## config.mk

```make
export PLATFORM = sky130hd
export DESIGN_NAME = rcw_top
export DESIGN_NICKNAME = d
export VERILOG_FILES = /design/src/hdl/rcw_pkg.sv /design/src/hdl/rcw_pclk_div.sv /design/src/hdl/rcw_top.sv
export SDC_FILE = /design/constraint.sdc
export NUM_CORES = 1
export LEC_CHECK = 0
export ABC_AREA = 1
export BUFFER_PORTS_ARGS = -buffer_cell sky130_fd_sc_hd__buf_2
export CAP_MARGIN = 15
export CORE_MARGIN = 2
export CORE_UTILIZATION = 51
export CTS_CLUSTER_SIZE = 24
export DETAILED_ROUTE_END_ITERATION = 10
export HOLD_SLACK_MARGIN = 0.05
export MAX_ROUTING_LAYER = met4
export PLACE_DENSITY = 0.77
export SYNTH_ARGS = -nofsm -noshare
export SYNTH_HDL_FRONTEND = slang
export SYNTH_SLANG_ARGS = --single-unit
export TNS_END_PERCENT = 10
```

## constraint.sdc

```tcl
create_clock -name clk_sys -period 2.2 [get_ports clk_sys]
set_input_delay 0.33 -clock clk_sys [delete_from_list [all_inputs] [get_ports clk_sys]]
set_output_delay 0.33 -clock clk_sys [all_outputs]
set_load 0.01 [all_outputs]
```

## src/hdl/rcw_pkg.sv

```systemverilog
package rcw_pkg;
  // ---------------------------------------------------------------
  // register map
  // ---------------------------------------------------------------
  localparam logic [31:0] ADDR_PCLK_DIV = 32'he01fc100;
  localparam logic [31:0] ADDR_RESET_CAUSE = 32'he01fc180;
  localparam logic [7:0] PCLK_DIV_RST = 8'h00;
  localparam logic [3:0] RESET_CAUSE_POR = 4'h1;
  // ---------------------------------------------------------------
  // reset-cause field positions
  // ---------------------------------------------------------------
  localparam int BIT_POR = 0;
  localparam int BIT_PIN = 1;
  localparam int BIT_WDT = 2;
  localparam int BIT_BOD = 3;
  // ---------------------------------------------------------------
  // divider select encodings
  // ---------------------------------------------------------------
  localparam logic [1:0] DIV_QUARTER = 2'h0;
  localparam logic [1:0] DIV_FULL = 2'h1;
  localparam logic [1:0] DIV_HALF = 2'h2;
  localparam logic [1:0] DIV_RSVD = 2'h3;
  // ---------------------------------------------------------------
  // timing
  // ---------------------------------------------------------------
  localparam int WAKE_OSC_CLOCKS = 4096;
  typedef enum logic [2:0] {WK_HOLD, WK_COUNT, WK_INIT, WK_RUN, WK_PDOWN} rcw_state_t;
endpackage : rcw_pkg

```

## src/hdl/rcw_pclk_div.sv

```systemverilog
`timescale 1ns/1ns
`default_nettype none
module rcw_pclk_div
  import rcw_pkg::*;
(
  input wire logic clk_sys,
  input wire logic arst_n,
  input wire logic [1:0] sel,
  output logic pclk_en,
  output logic [1:0] active_sel
);
  // ---------------------------------------------------------------
  // ratio decode
  // ---------------------------------------------------------------
  function automatic logic [1:0] rcw_last(input logic [1:0] s);
    if (s == DIV_FULL) begin
      return 2'h0;
    end else if (s == DIV_HALF) begin
      return 2'h1;
    end else begin
      return 2'h3;
    end
  endfunction : rcw_last

  logic [1:0] cnt;
  wire logic at_edge = (cnt == rcw_last(active_sel));

  // ratio swaps only at the period end, so no runt period appears
  always_ff @(posedge clk_sys or negedge arst_n) begin
    if (!arst_n) begin
      cnt <= 2'h0;
      active_sel <= DIV_QUARTER;
      pclk_en <= 1'b0;
    end else if (at_edge) begin
      cnt <= 2'h0;
      active_sel <= sel;
      pclk_en <= 1'b1;
    end else begin
      cnt <= cnt + 2'h1;
      pclk_en <= 1'b0;
    end
  end
endmodule : rcw_pclk_div
`default_nettype wire

```

## src/hdl/rcw_top.sv

```systemverilog
`timescale 1ns/1ns
`default_nettype none
module rcw_top
  import rcw_pkg::*;
#(
  parameter int WAKE_CLOCKS = WAKE_OSC_CLOCKS,
  parameter int CHANNELS = 4,
  parameter int PINS_PER_CH = 2
) (
  input wire logic clk_sys,
  input wire logic arst_n,
  // register port
  input wire logic [31:0] reg_addr,
  input wire logic reg_wr,
  input wire logic reg_rd,
  input wire logic [7:0] reg_wdata,
  output logic [7:0] reg_rdata,
  // reset sources
  input wire logic pin_reset_n,
  input wire logic brownout_reset,
  input wire logic watchdog_timeout,
  input wire logic watchdog_reset_enable,
  input wire logic osc_detected,
  // power management
  input wire logic pdown_req,
  input wire logic init_done,
  input wire logic pll_running,
  // wake sources
  input wire logic [CHANNELS*PINS_PER_CH-1:0] external_interrupt_lines,
  input wire logic [CHANNELS-1:0] wake_enable,
  input wire logic [CHANNELS-1:0] wake_level_mode,
  input wire logic [CHANNELS-1:0] wake_active_high,
  input wire logic rtc_irq,
  input wire logic rtc_own_osc,
  input wire logic rtc_wake_enable,
  // outputs
  output logic cpu_release,
  output logic init_enable,
  output logic osc_enable,
  output logic pll_keep_active,
  output logic [CHANNELS:0] wake_irq,
  output logic pclk_en
);
  localparam int NPIN = CHANNELS * PINS_PER_CH;
  localparam logic [12:0] WAKE_LAST = 13'(WAKE_CLOCKS - 1);

  // ---------------------------------------------------------------
  // pin synchronisers
  // ---------------------------------------------------------------
  // pins and analog detectors are asynchronous to clk_sys
  logic [NPIN+3:0] sync1;
  logic [NPIN+3:0] sync2;
  always_ff @(posedge clk_sys or negedge arst_n) begin
    if (!arst_n) begin
      sync1 <= '0;
      sync2 <= '0;
    end else begin
      sync1 <= {rtc_irq, osc_detected, brownout_reset, ~pin_reset_n, external_interrupt_lines};
      sync2 <= sync1;
    end
  end
  wire logic [NPIN-1:0] eint_s = sync2[NPIN-1:0];
  wire logic pin_rst_s = sync2[NPIN];
  wire logic bod_s = sync2[NPIN+1];
  wire logic osc_s = sync2[NPIN+2];
  wire logic rtc_s = sync2[NPIN+3];
  wire logic wdt_fire = watchdog_timeout & watchdog_reset_enable;
  wire logic any_reset = pin_rst_s | bod_s | wdt_fire;

  // ---------------------------------------------------------------
  // register decode
  // ---------------------------------------------------------------
  wire logic sel_div = (reg_addr == ADDR_PCLK_DIV);
  wire logic sel_cause = (reg_addr == ADDR_RESET_CAUSE);
  wire logic wr_div = reg_wr & sel_div & (reg_wdata[1:0] != DIV_RSVD);
  wire logic [3:0] clr_mask = (reg_wr & sel_cause) ? reg_wdata[3:0] : 4'h0;

  // ---------------------------------------------------------------
  // reset-cause flags
  // ---------------------------------------------------------------
  logic [3:0] cause;
  logic [3:0] next_cause;
  // clears first, sets after, so a same-cycle event survives a write
  always_comb begin
    next_cause = cause & ~clr_mask;
    if (pin_rst_s | bod_s) begin
      next_cause[BIT_WDT] = 1'b0;
    end
    if (pin_rst_s) begin
      next_cause[BIT_PIN] = 1'b1;
    end
    if (wdt_fire) begin
      next_cause[BIT_WDT] = 1'b1;
    end
    if (bod_s) begin
      next_cause[BIT_BOD] = 1'b1;
    end
  end
  // power-on is the asynchronous reset itself
  always_ff @(posedge clk_sys or negedge arst_n) begin
    if (!arst_n) begin
      cause <= RESET_CAUSE_POR;
    end else begin
      cause <= next_cause;
    end
  end

  // ---------------------------------------------------------------
  // divider select
  // ---------------------------------------------------------------
  logic [1:0] div_sel;
  always_ff @(posedge clk_sys or negedge arst_n) begin
    if (!arst_n) begin
      div_sel <= PCLK_DIV_RST[1:0];
    end else if (any_reset) begin
      div_sel <= PCLK_DIV_RST[1:0];
    end else if (wr_div) begin
      div_sel <= reg_wdata[1:0];
    end
  end

  rcw_pclk_div u_div (
    .clk_sys(clk_sys),
    .arst_n(arst_n),
    .sel(div_sel),
    .pclk_en(pclk_en),
    .active_sel()
  );

  // read data registered; reserved bits and unmapped addresses read zero
  always_ff @(posedge clk_sys or negedge arst_n) begin
    if (!arst_n) begin
      reg_rdata <= 8'h00;
    end else if (reg_rd) begin
      if (sel_div) begin
        reg_rdata <= {6'h00, div_sel};
      end else if (sel_cause) begin
        reg_rdata <= {4'h0, cause};
      end else begin
        reg_rdata <= 8'h00;
      end
    end
  end

  // ---------------------------------------------------------------
  // wake event detection
  // ---------------------------------------------------------------
  logic [CHANNELS-1:0] pin0_prev;
  logic [CHANNELS:0] wake_hit;
  // edge mode watches only the first pin of a channel
  always_comb begin
    wake_hit = '0;
    for (int c = 0; c < CHANNELS; c++) begin
      logic lvl;
      logic act0;
      lvl = 1'b0;
      act0 = eint_s[c*PINS_PER_CH] ~^ wake_active_high[c];
      for (int p = 0; p < PINS_PER_CH; p++) begin
        lvl = lvl | (eint_s[c*PINS_PER_CH+p] ~^ wake_active_high[c]);
      end
      wake_hit[c] = wake_enable[c] & (wake_level_mode[c] ? lvl : (act0 & ~pin0_prev[c]));
    end
    wake_hit[CHANNELS] = rtc_s & rtc_own_osc & rtc_wake_enable;
  end
  always_ff @(posedge clk_sys or negedge arst_n) begin
    if (!arst_n) begin
      pin0_prev <= '0;
    end else begin
      for (int c = 0; c < CHANNELS; c++) begin
        pin0_prev[c] <= eint_s[c*PINS_PER_CH] ~^ wake_active_high[c];
      end
    end
  end

  // ---------------------------------------------------------------
  // wakeup timer state machine
  // ---------------------------------------------------------------
  rcw_state_t state;
  rcw_state_t next_state;
  logic [12:0] wake_cnt;
  logic init_seen;
  logic [CHANNELS:0] pending;
  wire logic count_done = (wake_cnt == WAKE_LAST);

  always_comb begin
    next_state = state;
    case (state)
      WK_HOLD: if (osc_s) next_state = WK_COUNT;
      WK_COUNT: if (count_done) next_state = WK_INIT;
      WK_INIT: if ((init_seen | init_done) & ~pin_rst_s) next_state = WK_RUN;
      WK_RUN: if (pdown_req) next_state = WK_PDOWN;
      WK_PDOWN: if (|wake_hit) next_state = WK_HOLD;
      default: next_state = WK_HOLD;
    endcase
    if (any_reset) begin
      next_state = WK_HOLD;
    end
  end

  // counter restarts on every entry to hold
  always_ff @(posedge clk_sys or negedge arst_n) begin
    if (!arst_n) begin
      state <= WK_HOLD;
      wake_cnt <= 13'h0000;
      init_seen <= 1'b0;
    end else begin
      state <= next_state;
      wake_cnt <= (next_state == WK_COUNT && state == WK_COUNT) ? wake_cnt + 13'h0001 : 13'h0000;
      init_seen <= (next_state == WK_INIT) & (init_seen | (state == WK_INIT & init_done));
    end
  end

  // wake causes held until the timer has run out
  always_ff @(posedge clk_sys or negedge arst_n) begin
    if (!arst_n) begin
      pending <= '0;
      wake_irq <= '0;
    end else begin
      if (state == WK_PDOWN) begin
        pending <= pending | wake_hit;
      end else if (state == WK_RUN) begin
        pending <= '0;
      end
      wake_irq <= (state == WK_INIT && next_state == WK_RUN) ? pending : '0;
    end
  end

  // outputs from flip-flops; oscillator off only in power-down
  always_ff @(posedge clk_sys or negedge arst_n) begin
    if (!arst_n) begin
      cpu_release <= 1'b0;
      init_enable <= 1'b0;
      osc_enable <= 1'b1;
      pll_keep_active <= 1'b0;
    end else begin
      cpu_release <= (next_state == WK_RUN);
      init_enable <= (next_state == WK_INIT);
      osc_enable <= (next_state != WK_PDOWN);
      pll_keep_active <= pll_running & (next_state != WK_PDOWN);
    end
  end
endmodule : rcw_top
`default_nettype wire

```

Word level (Yosys, flattened, before mapping):

Cells that the tools add are included.
Widths: inputs -> output; s select.

* flip-flop bits (word level): 78
* input port bits: 75
* output and inout port bits: 18
* word-level logic and storage cells: 112

* add/sub/neg operators: 2
* equal/unequal tests: 15
* muxes and demuxes: 28
* bitwise operators: 43
* reduce and logical (&&, ||, !) cells: 6

Operator list (count)
* $eq 32x32->1 const B: 2
* $and 1x1->1: 18
* $mux 3: 6
* $mux 5: 3
* $pmux 3 s5: 1
* $add 13x1->13 const B: 1
* $eq 13x12->1 const B: 1
* $mux 13: 1
* $eq 3x2->1 const B: 4
* $mux 4: 3
* $mux 2: 5
* $mux 1: 9
* $or 1x1->1: 8
* $xnor 1x1->1: 8
* $eq 3x1->1 const B: 2
* $not 1->1: 6
* $or 5x5->5: 1
* $reduce_or 5->1: 1
* $and 4x4->4: 1
* $not 4->4: 1
* $reduce_bool 2->1: 2
* $eq 3x3->1 const B: 1
* $logic_not 3->1: 1
* $ne 3x3->1 const B: 1
* other kinds (6): 7

Logic depth before layout (Yosys ltp):

Gate-level depths: netlist of the first run.

* word-level depth: 11
* depth in mapped cells: 11
* depth with buffers taken out: 10

By module:

Synthesis of the first run repeated with hierarchy kept, for this count alone.

* cell total of the unflattened synthesis: 360
* area, all modules: 3225.6 sq um

By module, submodules not included
* rcw_top: instances 1, cells an instance 332, area each 2990.4 sq um, seq. area each 1729.2 sq um
* rcw_pclk_div: instances 1, cells an instance 28, area each 235.2 sq um, seq. area each 125.1 sq um

Worst setup path after synthesis of the first run:

Ideal clock, no wire load.

* path type: register to register
* start point: register wake_cnt[0]
* end point: register wake_cnt[2]
* library setup time: 120 ps
* arrival: 1451 ps
* setup slack: 629 ps
* cell stages (with the launch flop): 12
* buffers on the path: 1
* clock period less this slack: 1571 ps
* cell sequence: dfrtp_1 > ha_1 > nand3_2 > nor2_4 > nand4_2 > nand2_1 > nand2_2 > nand2_4 > inv_2 > nand3_2 > buf_6 > nor2_1

* cells in the longest elaborated chain, start to end: 7
* elaborated cells between the ends (all ways): 8

RTL lines
* start: declaration: line rcw_top.sv:180 `logic [12:0] wake_cnt;`
* start signal: assignment: line rcw_top.sv:208 `wake_cnt <= (next_state == WK_COUNT && state == WK_COUNT) ? wake_cnt + 13'h0001 : 13'h0000;`
* $eq 13x12->1: line rcw_top.sv:183 `wire logic count_done = (wake_cnt == WAKE_LAST);`
* $mux 3: line rcw_top.sv:189 `WK_COUNT: if (count_done) next_state = WK_INIT;`
* $pmux 3 s5: line rcw_top.sv:187 `case (state)`
* $mux 3: line rcw_top.sv:195 `if (any_reset) begin`
* named net next_state[0]: line rcw_top.sv:179 `rcw_state_t next_state;`
* $eq 3x1->1: line rcw_top.sv:208
* $logic_and 1x1->1: line rcw_top.sv:208
* $mux 13: line rcw_top.sv:208

The timed path passes the listed nets, and every way through them passes these cells.
A chain may end at the register's enable or synchronous reset.

Worst setup path in the final report of the first run:

* start point: register wake_cnt[0]
* end point: register wake_cnt[11]

The elaborated chain is that of the path after synthesis.

==> results.yml, run 1 <==
worst_setup_path:
  path_delay_family: "simple AND/OR/NAND/NOR gates"
  crit_arrival_ns: 1.98
  crit_slowest_cell: "dfrtp_1"
  r2r_cells: 10
  cpMostUsedCell: "nand3_2"
  crit_path_end: "wake_cnt[11]"
  max_stage_delay_ns: 0.37
  reg2reg_slack_ns: 0.44
  critPathBufInv: 1
  worstSetupStartpointType: "register"
  crit_start: "wake_cnt[0]"
  rr_endpoint: "wake_cnt[11]"
  cp_max_fo: 11
  rr_startpoint: "wake_cnt[0]"
  critPathRequiredTime_ns: 2.42
  cp.depth: 10
  worst_setup_path_end_kind: "register"
  worstSetupPathType: "reg2reg"
  cp_cell_sequence: "ha_1 -> nand3_2 -> nor2_4 -> nand4_2 -> nand2_1 -> nand2_2 -> nand2_4 -> inv_2 -> nand3_2 -> nor2_1"
pwr:
  ir_drop_mv: 0.529
  intPower_uw: 2180
  power_density_mw_per_mm2: 726
  p_leak_uw: 0.00210
  seqPwrFrac: 0.512
  switching_share: 0.239
  switching_power_uw: 683
  combPwrFrac: 0.104
  power.share.clock: 0.384
timing:
  setup_tns_ns: 0
  period_needed_ns: 1.76
  setup_ws_ns: 0.444
  final_hold_viol_count: 0
  grt_setup_unrepaired: "false"
  slew_viol_final: 0
  fin_crit_sh: 0.798
  clock_skew_ns: 0.0115
  max_freq_mhz: 569
  final-setup-viol-count: 0
  whs_ns: 0.0816
cts:
  cts_resized: 0
  cts_hold_buf: 1
  post-cts-setup-buffer-count: 0
  clkSlewWorstSetupHoldPaths_ns: 0.08
  cts_buffers: 9
  cts.sinks: 74
  cts_root_buffer: "clkbuf_8"
  worstSkewPairLatency_ns: 0.35
  cts_htree_levels: 3
  cts_tree: "done"
  cts_buffer_depth: 2
yosys:
  ys_ff_latch: 74
  syn_area_sq_mm: 0.00321
  synthSimpleGateAreaFrac: 0.266
  ys_seq_area_frac: 0.578
  synthDistinctLibCells: 36
  avgSynthCellArea_sq_um: 9.17
  synth_cells: 350
  synth_top_family_by_area: "simple AND/OR/NAND/NOR gates"
  synthMuxAreaShare: 0
  synthAdderAreaFrac: 0.00780
  synthXorXnorAreaFrac: 0.0355
  ys_warn_count: 0
  synth_compound_area_frac: 0.0394
placed_design:
  port_buffers: 84
  hpwl_um: 4430
  place_ws_ns: 0.425
  place.gp.congestion: 0.814
  dpl_cell_area_sq_mm: 0.00371
cells_and_area:
  postLayoutCellArea_sq_mm: 0.00394
  final_core_util: 0.657
  multi_input_area_sq_mm: 0.00113
  final_cell_mix: "buf_2, dfrtp_1, nand2_1"
  finalNetCount: 522
  syn_to_final_growth_pct: 22.7
  drive_gt1_frac: 0.260
  n_antenna_cell: 0
  seqCellArea_sq_mm: 0.00185
  nFillCells: 499
  final_common_cell: "buf_2"
grt:
  grt_pass1_wl_um: 10200
  grt_pass1_vias: 2459
  grt.total_usage: 0.190
  grt_max_degree: 75
  grt_overflow: 0
  antenna_found_initial: 0
route:
  routedWlPerCell_um: 11.4
  firstDrtPassIters: 4
  detail-route-antenna-nets: 0
  via_per_inst: 4.86
  wl_um: 5960
  vias: 2551
  drc: 0
  initialDrtViolationCount: 151
floorplan:
  die_y_um: 83.3
  row_count: 28
  pin_count: 93
  start_util: 0.536
  die_area_sq_mm: 0.00694
  core_sq_mm: 0.00599
  die_x_um: 83.3
outcome:
  status: "finished clean"
worst_hold_path:
  min_path_type: "in2reg"
run:
  max-cap-violations: 0
==> synthesized netlist by cell type (all sizes together) <==
| library cell | count | area share |
|---|---|---|
| ha | 2 | 0.0078 |
| dfstp | 2 | 0.016 |
| conb | 1 | 0.0012 |
| and2 | 1 | 0.0020 |
| a31oi | 2 | 0.0039 |
| nand2 | 73 | 0.089 |
| buf | 5 | 0.013 |
| a22oi | 5 | 0.012 |
| nor4 | 1 | 0.0020 |
| dfrtp | 72 | 0.56 |
| nor2 | 58 | 0.072 |
| or2 | 1 | 0.0020 |
| xnor2 | 5 | 0.014 |
| inv | 51 | 0.060 |
| a21oi | 3 | 0.0047 |
| a21boi | 1 | 0.0023 |
| a21o | 1 | 0.0023 |
| nand3b | 2 | 0.0047 |
| nor3 | 6 | 0.016 |
| o21ai | 4 | 0.0074 |
| nand3 | 38 | 0.066 |
| a211oi | 1 | 0.0023 |
| o21bai | 2 | 0.0047 |
| xor2 | 8 | 0.022 |
| nand4 | 5 | 0.012 |
==> registers in the layout, indices dropped and copies added (netlist names), 3 cells and up <==
register and cells:
state 3, cause 4, pending 5, sync2 12
wake_irq 5, sync1 12, wake_cnt 13, reg_rdata 4
pin0_prev 4
==> power groups by stage <==
| stage | Clock [uW] | Combinational [uW] | Sequential, uW |
|---|---|---|---|
| after floorplan | 0 | 158 | 1490 |
| after global placement | 0 | 290 | 1490 |
| after detailed placement | 0 | 301 | 1490 |
| after CTS | 1130 | 304 | 1460 |
| after global routing | 1190 | 345 | 1470 |
| final | 1100 | 297 | 1460 |
==> worst min-delay path by stage <==
stage                     cells past startpoint                        start  slack (ns)         to
after global routing                          1  external_interrupt_lines[7]        0.06   sync1[7]
after detailed placement                      0                     sync1[3]        0.34   sync2[3]
after floorplan                               0                       arst_n        0.03   cause[1]
after global placement                        0                     sync1[0]        0.33   sync2[0]
after CTS                                     1                      rtc_irq        0.06  sync1[11]
final                                         1                      rtc_irq        0.08  sync1[11]
==> metal layers <==
layer	GRT usage	part of all wire	vias to the layer above
met5	-	0	-
met4	0.0939	0.023	0
met3	0.0467	0.078	11
met2	0.312	0.48	88
met1	0.218	0.41	1172
li1	-	-	1280
==> cell families after synthesis <==
| kind of cell | count (synthesis) |
|---|---|
| adder cells (fa/ha/maj) | 2 |
| other | 1 |
| AND/OR/NAND/NOR | 185 |
| flip-flops | 74 |
| AO/OA/AOI/OAI | 19 |
| buffers and inverters | 56 |
| XOR/XNOR | 13 |
==> final cells by class <==
| cell class | count | share of cell area |
|---|---|---|
| clock inverters | 3 | 0.0118 |
| clock buffers | 13 | 0.0429 |
| inverters | 51 | 0.0486 |
| flip-flops and latches | 74 | 0.471 |
| repair buffers | 86 | 0.114 |
| multi-input cells | 223 | 0.288 |
| well taps | 75 | 0.0238 |
==> through the flow <==
step,instances,total power (uW)
after global placement,508,1780
after floorplan,353,1650
final,525,2860
after CTS,525,2900
after global routing,525,3000
after detailed placement,508,1790
Power figures use the tool's default switching activity.
==> inputs of run 2 (changes only) <==
--- a/config.mk
+++ b/config.mk
@@ -5,16 +5,16 @@
 export SDC_FILE = /design/constraint.sdc
 export NUM_CORES = 1
 export LEC_CHECK = 0
-export ABC_AREA = 1
+export ABC_AREA = 0
 export BUFFER_PORTS_ARGS = -buffer_cell sky130_fd_sc_hd__buf_2
 export CAP_MARGIN = 15
 export CORE_MARGIN = 2
-export CORE_UTILIZATION = 51
+export CORE_UTILIZATION = 46
 export CTS_CLUSTER_SIZE = 24
 export DETAILED_ROUTE_END_ITERATION = 10
 export HOLD_SLACK_MARGIN = 0.05
 export MAX_ROUTING_LAYER = met4
-export PLACE_DENSITY = 0.77
+export PLACE_DENSITY = 0.73
 export SYNTH_ARGS = -nofsm -noshare
 export SYNTH_HDL_FRONTEND = slang
 export SYNTH_SLANG_ARGS = --single-unit
==> constraint.sdc (replaced) <==
create_clock -name clk_sys -period 1.5 [get_ports clk_sys]
set_input_delay 0.225 -clock clk_sys [delete_from_list [all_inputs] [get_ports clk_sys]]
set_output_delay 0.225 -clock clk_sys [all_outputs]
set_load 0.01 [all_outputs]
==> results.yml, run 2 <==
cells_and_area:
  largest_registers: "wake_cnt x13, sync1 x12, sync2 x12"
  n_antenna_cell: 0
  finalNetCount: 478
  final_cell_mix: "buf_2, dfrtp_1, buf_4"
  final_core_util: 0.659
  multi_input_area_sq_mm: 0.00123
  drive_gt1_frac: 0.375
  final_common_cell: "buf_2"
  syn_to_final_growth_pct: 36.3
  nFillCells: 506
  largest_register: "wake_cnt"
  seqCellArea_sq_mm: 0.00185
  largest_register_ffs: 13
worst_setup_path:
  crit_arrival_ns: 1.81
  worstSetupStartpointType: "register"
  worstSetupPathType: "reg2reg"
  rr_endpoint: "pll_keep_active"
  critPathRequiredTime_ns: 1.72
  rr_startpoint: "sync2[9]"
  r2r_cells: 4
  cp_max_fo: 3
  worst_setup_path_end_kind: "register"
  reg2reg_slack_ns: -0.09
timing:
  fin_crit_sh: 1.06
  clock_skew_ns: 0.00761
  max_freq_mhz: 629
  final-setup-viol-count: 1
  period_needed_ns: 1.59
  setup_ws_ns: -0.0901
  slew_viol_final: 0
  final_hold_viol_count: 0
  setup_tns_ns: -0.0901
  grt_setup_unrepaired: "true"
pwr:
  ir_drop_mv: 0.826
  power_density_mw_per_mm2: 953
  p_leak_uw: 0.00207
yosys:
  synth_cells: 268
  synth_ff_type: "dfrtp_1"
  ys_warn_count: 0
  ys_ff_latch: 74
  async_flop_share: 1.00
  syn_area_sq_mm: 0.00311
  ys_seq_area_frac: 0.597
  yosysMostFrequentCell: "dfrtp_1"
  synth_area_leader_cell: "dfrtp_1"
  synthDistinctLibCells: 54
  synth_edf_count: 0
  synthDominantCellAreaShare: 0.580
  synth.top_cells.by_area: "dfrtp_1, nor2_1, xnor2_1"
  avgSynthCellArea_sq_um: 11.6
  synth_common_cells: "dfrtp_1, nor2_1, nand2_1, nand3_1, nor2b_1"
route:
  initialDrtViolationCount: 60
  dr_wl_met3_um: 424
  detail-route-antenna-nets: 0
  vias: 2485
  routedWlPerCell_um: 13.3
  wl_um: 6420
  wl_met1_um: 2630
  via_per_inst: 5.16
  drc: 0
  routed.top_layer: "met4"
  wl_met2_um: 3230
  firstDrtPassIters: 4
grt:
  grt_max_degree: 30
  grt_overflow: 0
  grt_pass1_vias: 2505
  antenna_found_initial: 0
  grt_pass1_wl_um: 10500
  grt.total_usage: 0.188
cts:
  cts_htree_levels: 3
  cts_root_buffer: "clkbuf_8"
  post-cts-setup-buffer-count: 0
  cts_buffers: 9
  cts_buffer_depth: 2
  clkSlewWorstSetupHoldPaths_ns: 0.08
  cts.sinks: 74
  cts_tree: "done"
  worstSkewPairLatency_ns: 0.34
outcome:
  status: "finished with violations"
  violations: "setup timing"
floorplan:
  die_y_um: 86.2
  core_sq_mm: 0.00642
  row_count: 29
  die_area_sq_mm: 0.00742
  die_x_um: 86.2
  start_util: 0.484
  pin_count: 93
placed_design:
  port_buffers: 84
  place.gp.congestion: 0.797
  hpwl_um: 4830
worst_hold_path:
  hold_depth: 2
  min_path_type: "in2reg"
  min-delay-start: "wake_active_high[1]"
  hold_end: "pin0_prev[1]"
run:
  max-cap-violations: 0
[run 2: cell types whose count changed in the layout (fill, tap and decap cells not counted), sizes merged, moves of 6 or more]
| cell | change |
|---|---|
| nand2 | -55 |
| inv | -42 |
| nor2 | -34 |
| buf | +28 |
| nand3 | -27 |
| dlygate4sd3 | +12 |
| nor2b | +11 |
| nand2b | +8 |
| and3 | +7 |
| and2 | +6 |
[run 2: stage by stage]
step	worst slack, ns	total power [uW]	hold WS [ns]	cell area [sq um]	std cells
2_1_floorplan	-0.0866	2190	-0.0706	3120	271
3_3_place_gp	-0.126	2370	0.159	3840	454
3_5_place_dp	-0.232	2380	0.163	3840	454
4_1_cts	-0.110	4080	0.0764	4210	482
5_1_grt	-0.202	4190	0.0907	4230	482
6_report	-0.0901	4030	0.0925	4230	482
[run 2: critical path, stage by stage, from the launching register on]
cell and delay, ns:
dfrtp_1 0.38, a211o_1 0.31, nor4b_2 0.20, a21bo_2 0.26, o311a_1 0.32
[run 2: what timing repair did]
action,in CTS,in global routing
hold buffers,13,0
pin swaps,3,1
setup endpoints to repair,15,20
hold endpoints to repair,35,0
resized for setup,2,5
[run 2: worst max path at each step]
stage                     cells past startpoint    startpoint               to  slack (ns)
after floorplan                               4      sync2[9]  pll_keep_active       -0.09
after global placement                        7   reg_addr[9]       div_sel[1]       -0.13
after global routing                          4      sync2[9]  pll_keep_active       -0.20
after detailed placement                      5  reg_addr[25]       div_sel[0]       -0.23
final                                         4      sync2[9]  pll_keep_active       -0.09
after CTS                                     4      sync2[9]  pll_keep_active       -0.11
[run 2: area by class of cell]
cell class	instances	area share
Timing Repair Buffer	126	0.188
Clock buffer	10	0.0325
Sequential cell	74	0.438
Multi-Input combinational cell	180	0.291
Tap cell	77	0.0228
Clock inverter	5	0.0186
Inverter	10	0.00887
[run 2: cell families (layout without fill, tap and decap cells)]
| logic type | count (synthesis) | count (layout) | share of synthesized area |
|---|---|---|---|
| buffers and inverters | 17 | 151 | 0.0258 |
| xor gates and xnor gates | 13 | 13 | 0.0367 |
| adders and majority gates | 2 | 2 | 0.00806 |
| DFF | 74 | 74 | 0.597 |
| other | 1 | 4 | 0.00121 |
| muxes | 5 | 5 | 0.0173 |
| and+or+nand+nor | 112 | 112 | 0.209 |
| AOI/OAI and AO/OA | 44 | 44 | 0.105 |
[run 2: per-layer routing]
layer | global-route usage | vias up
li1 | - | 1198
met1 | 0.211 | 1187
met2 | 0.314 | 87
met3 | 0.0423 | 13
met4 | 0.0938 | 0
met5 | - | -
[run 2: power breakdown]
part	leakage [uW]	internal [uW]	switching [uW]	total, uW
clock network	0.000112	970	692	1660
logic	0.00104	162	151	314
registers	0.000916	2040	15.1	2060
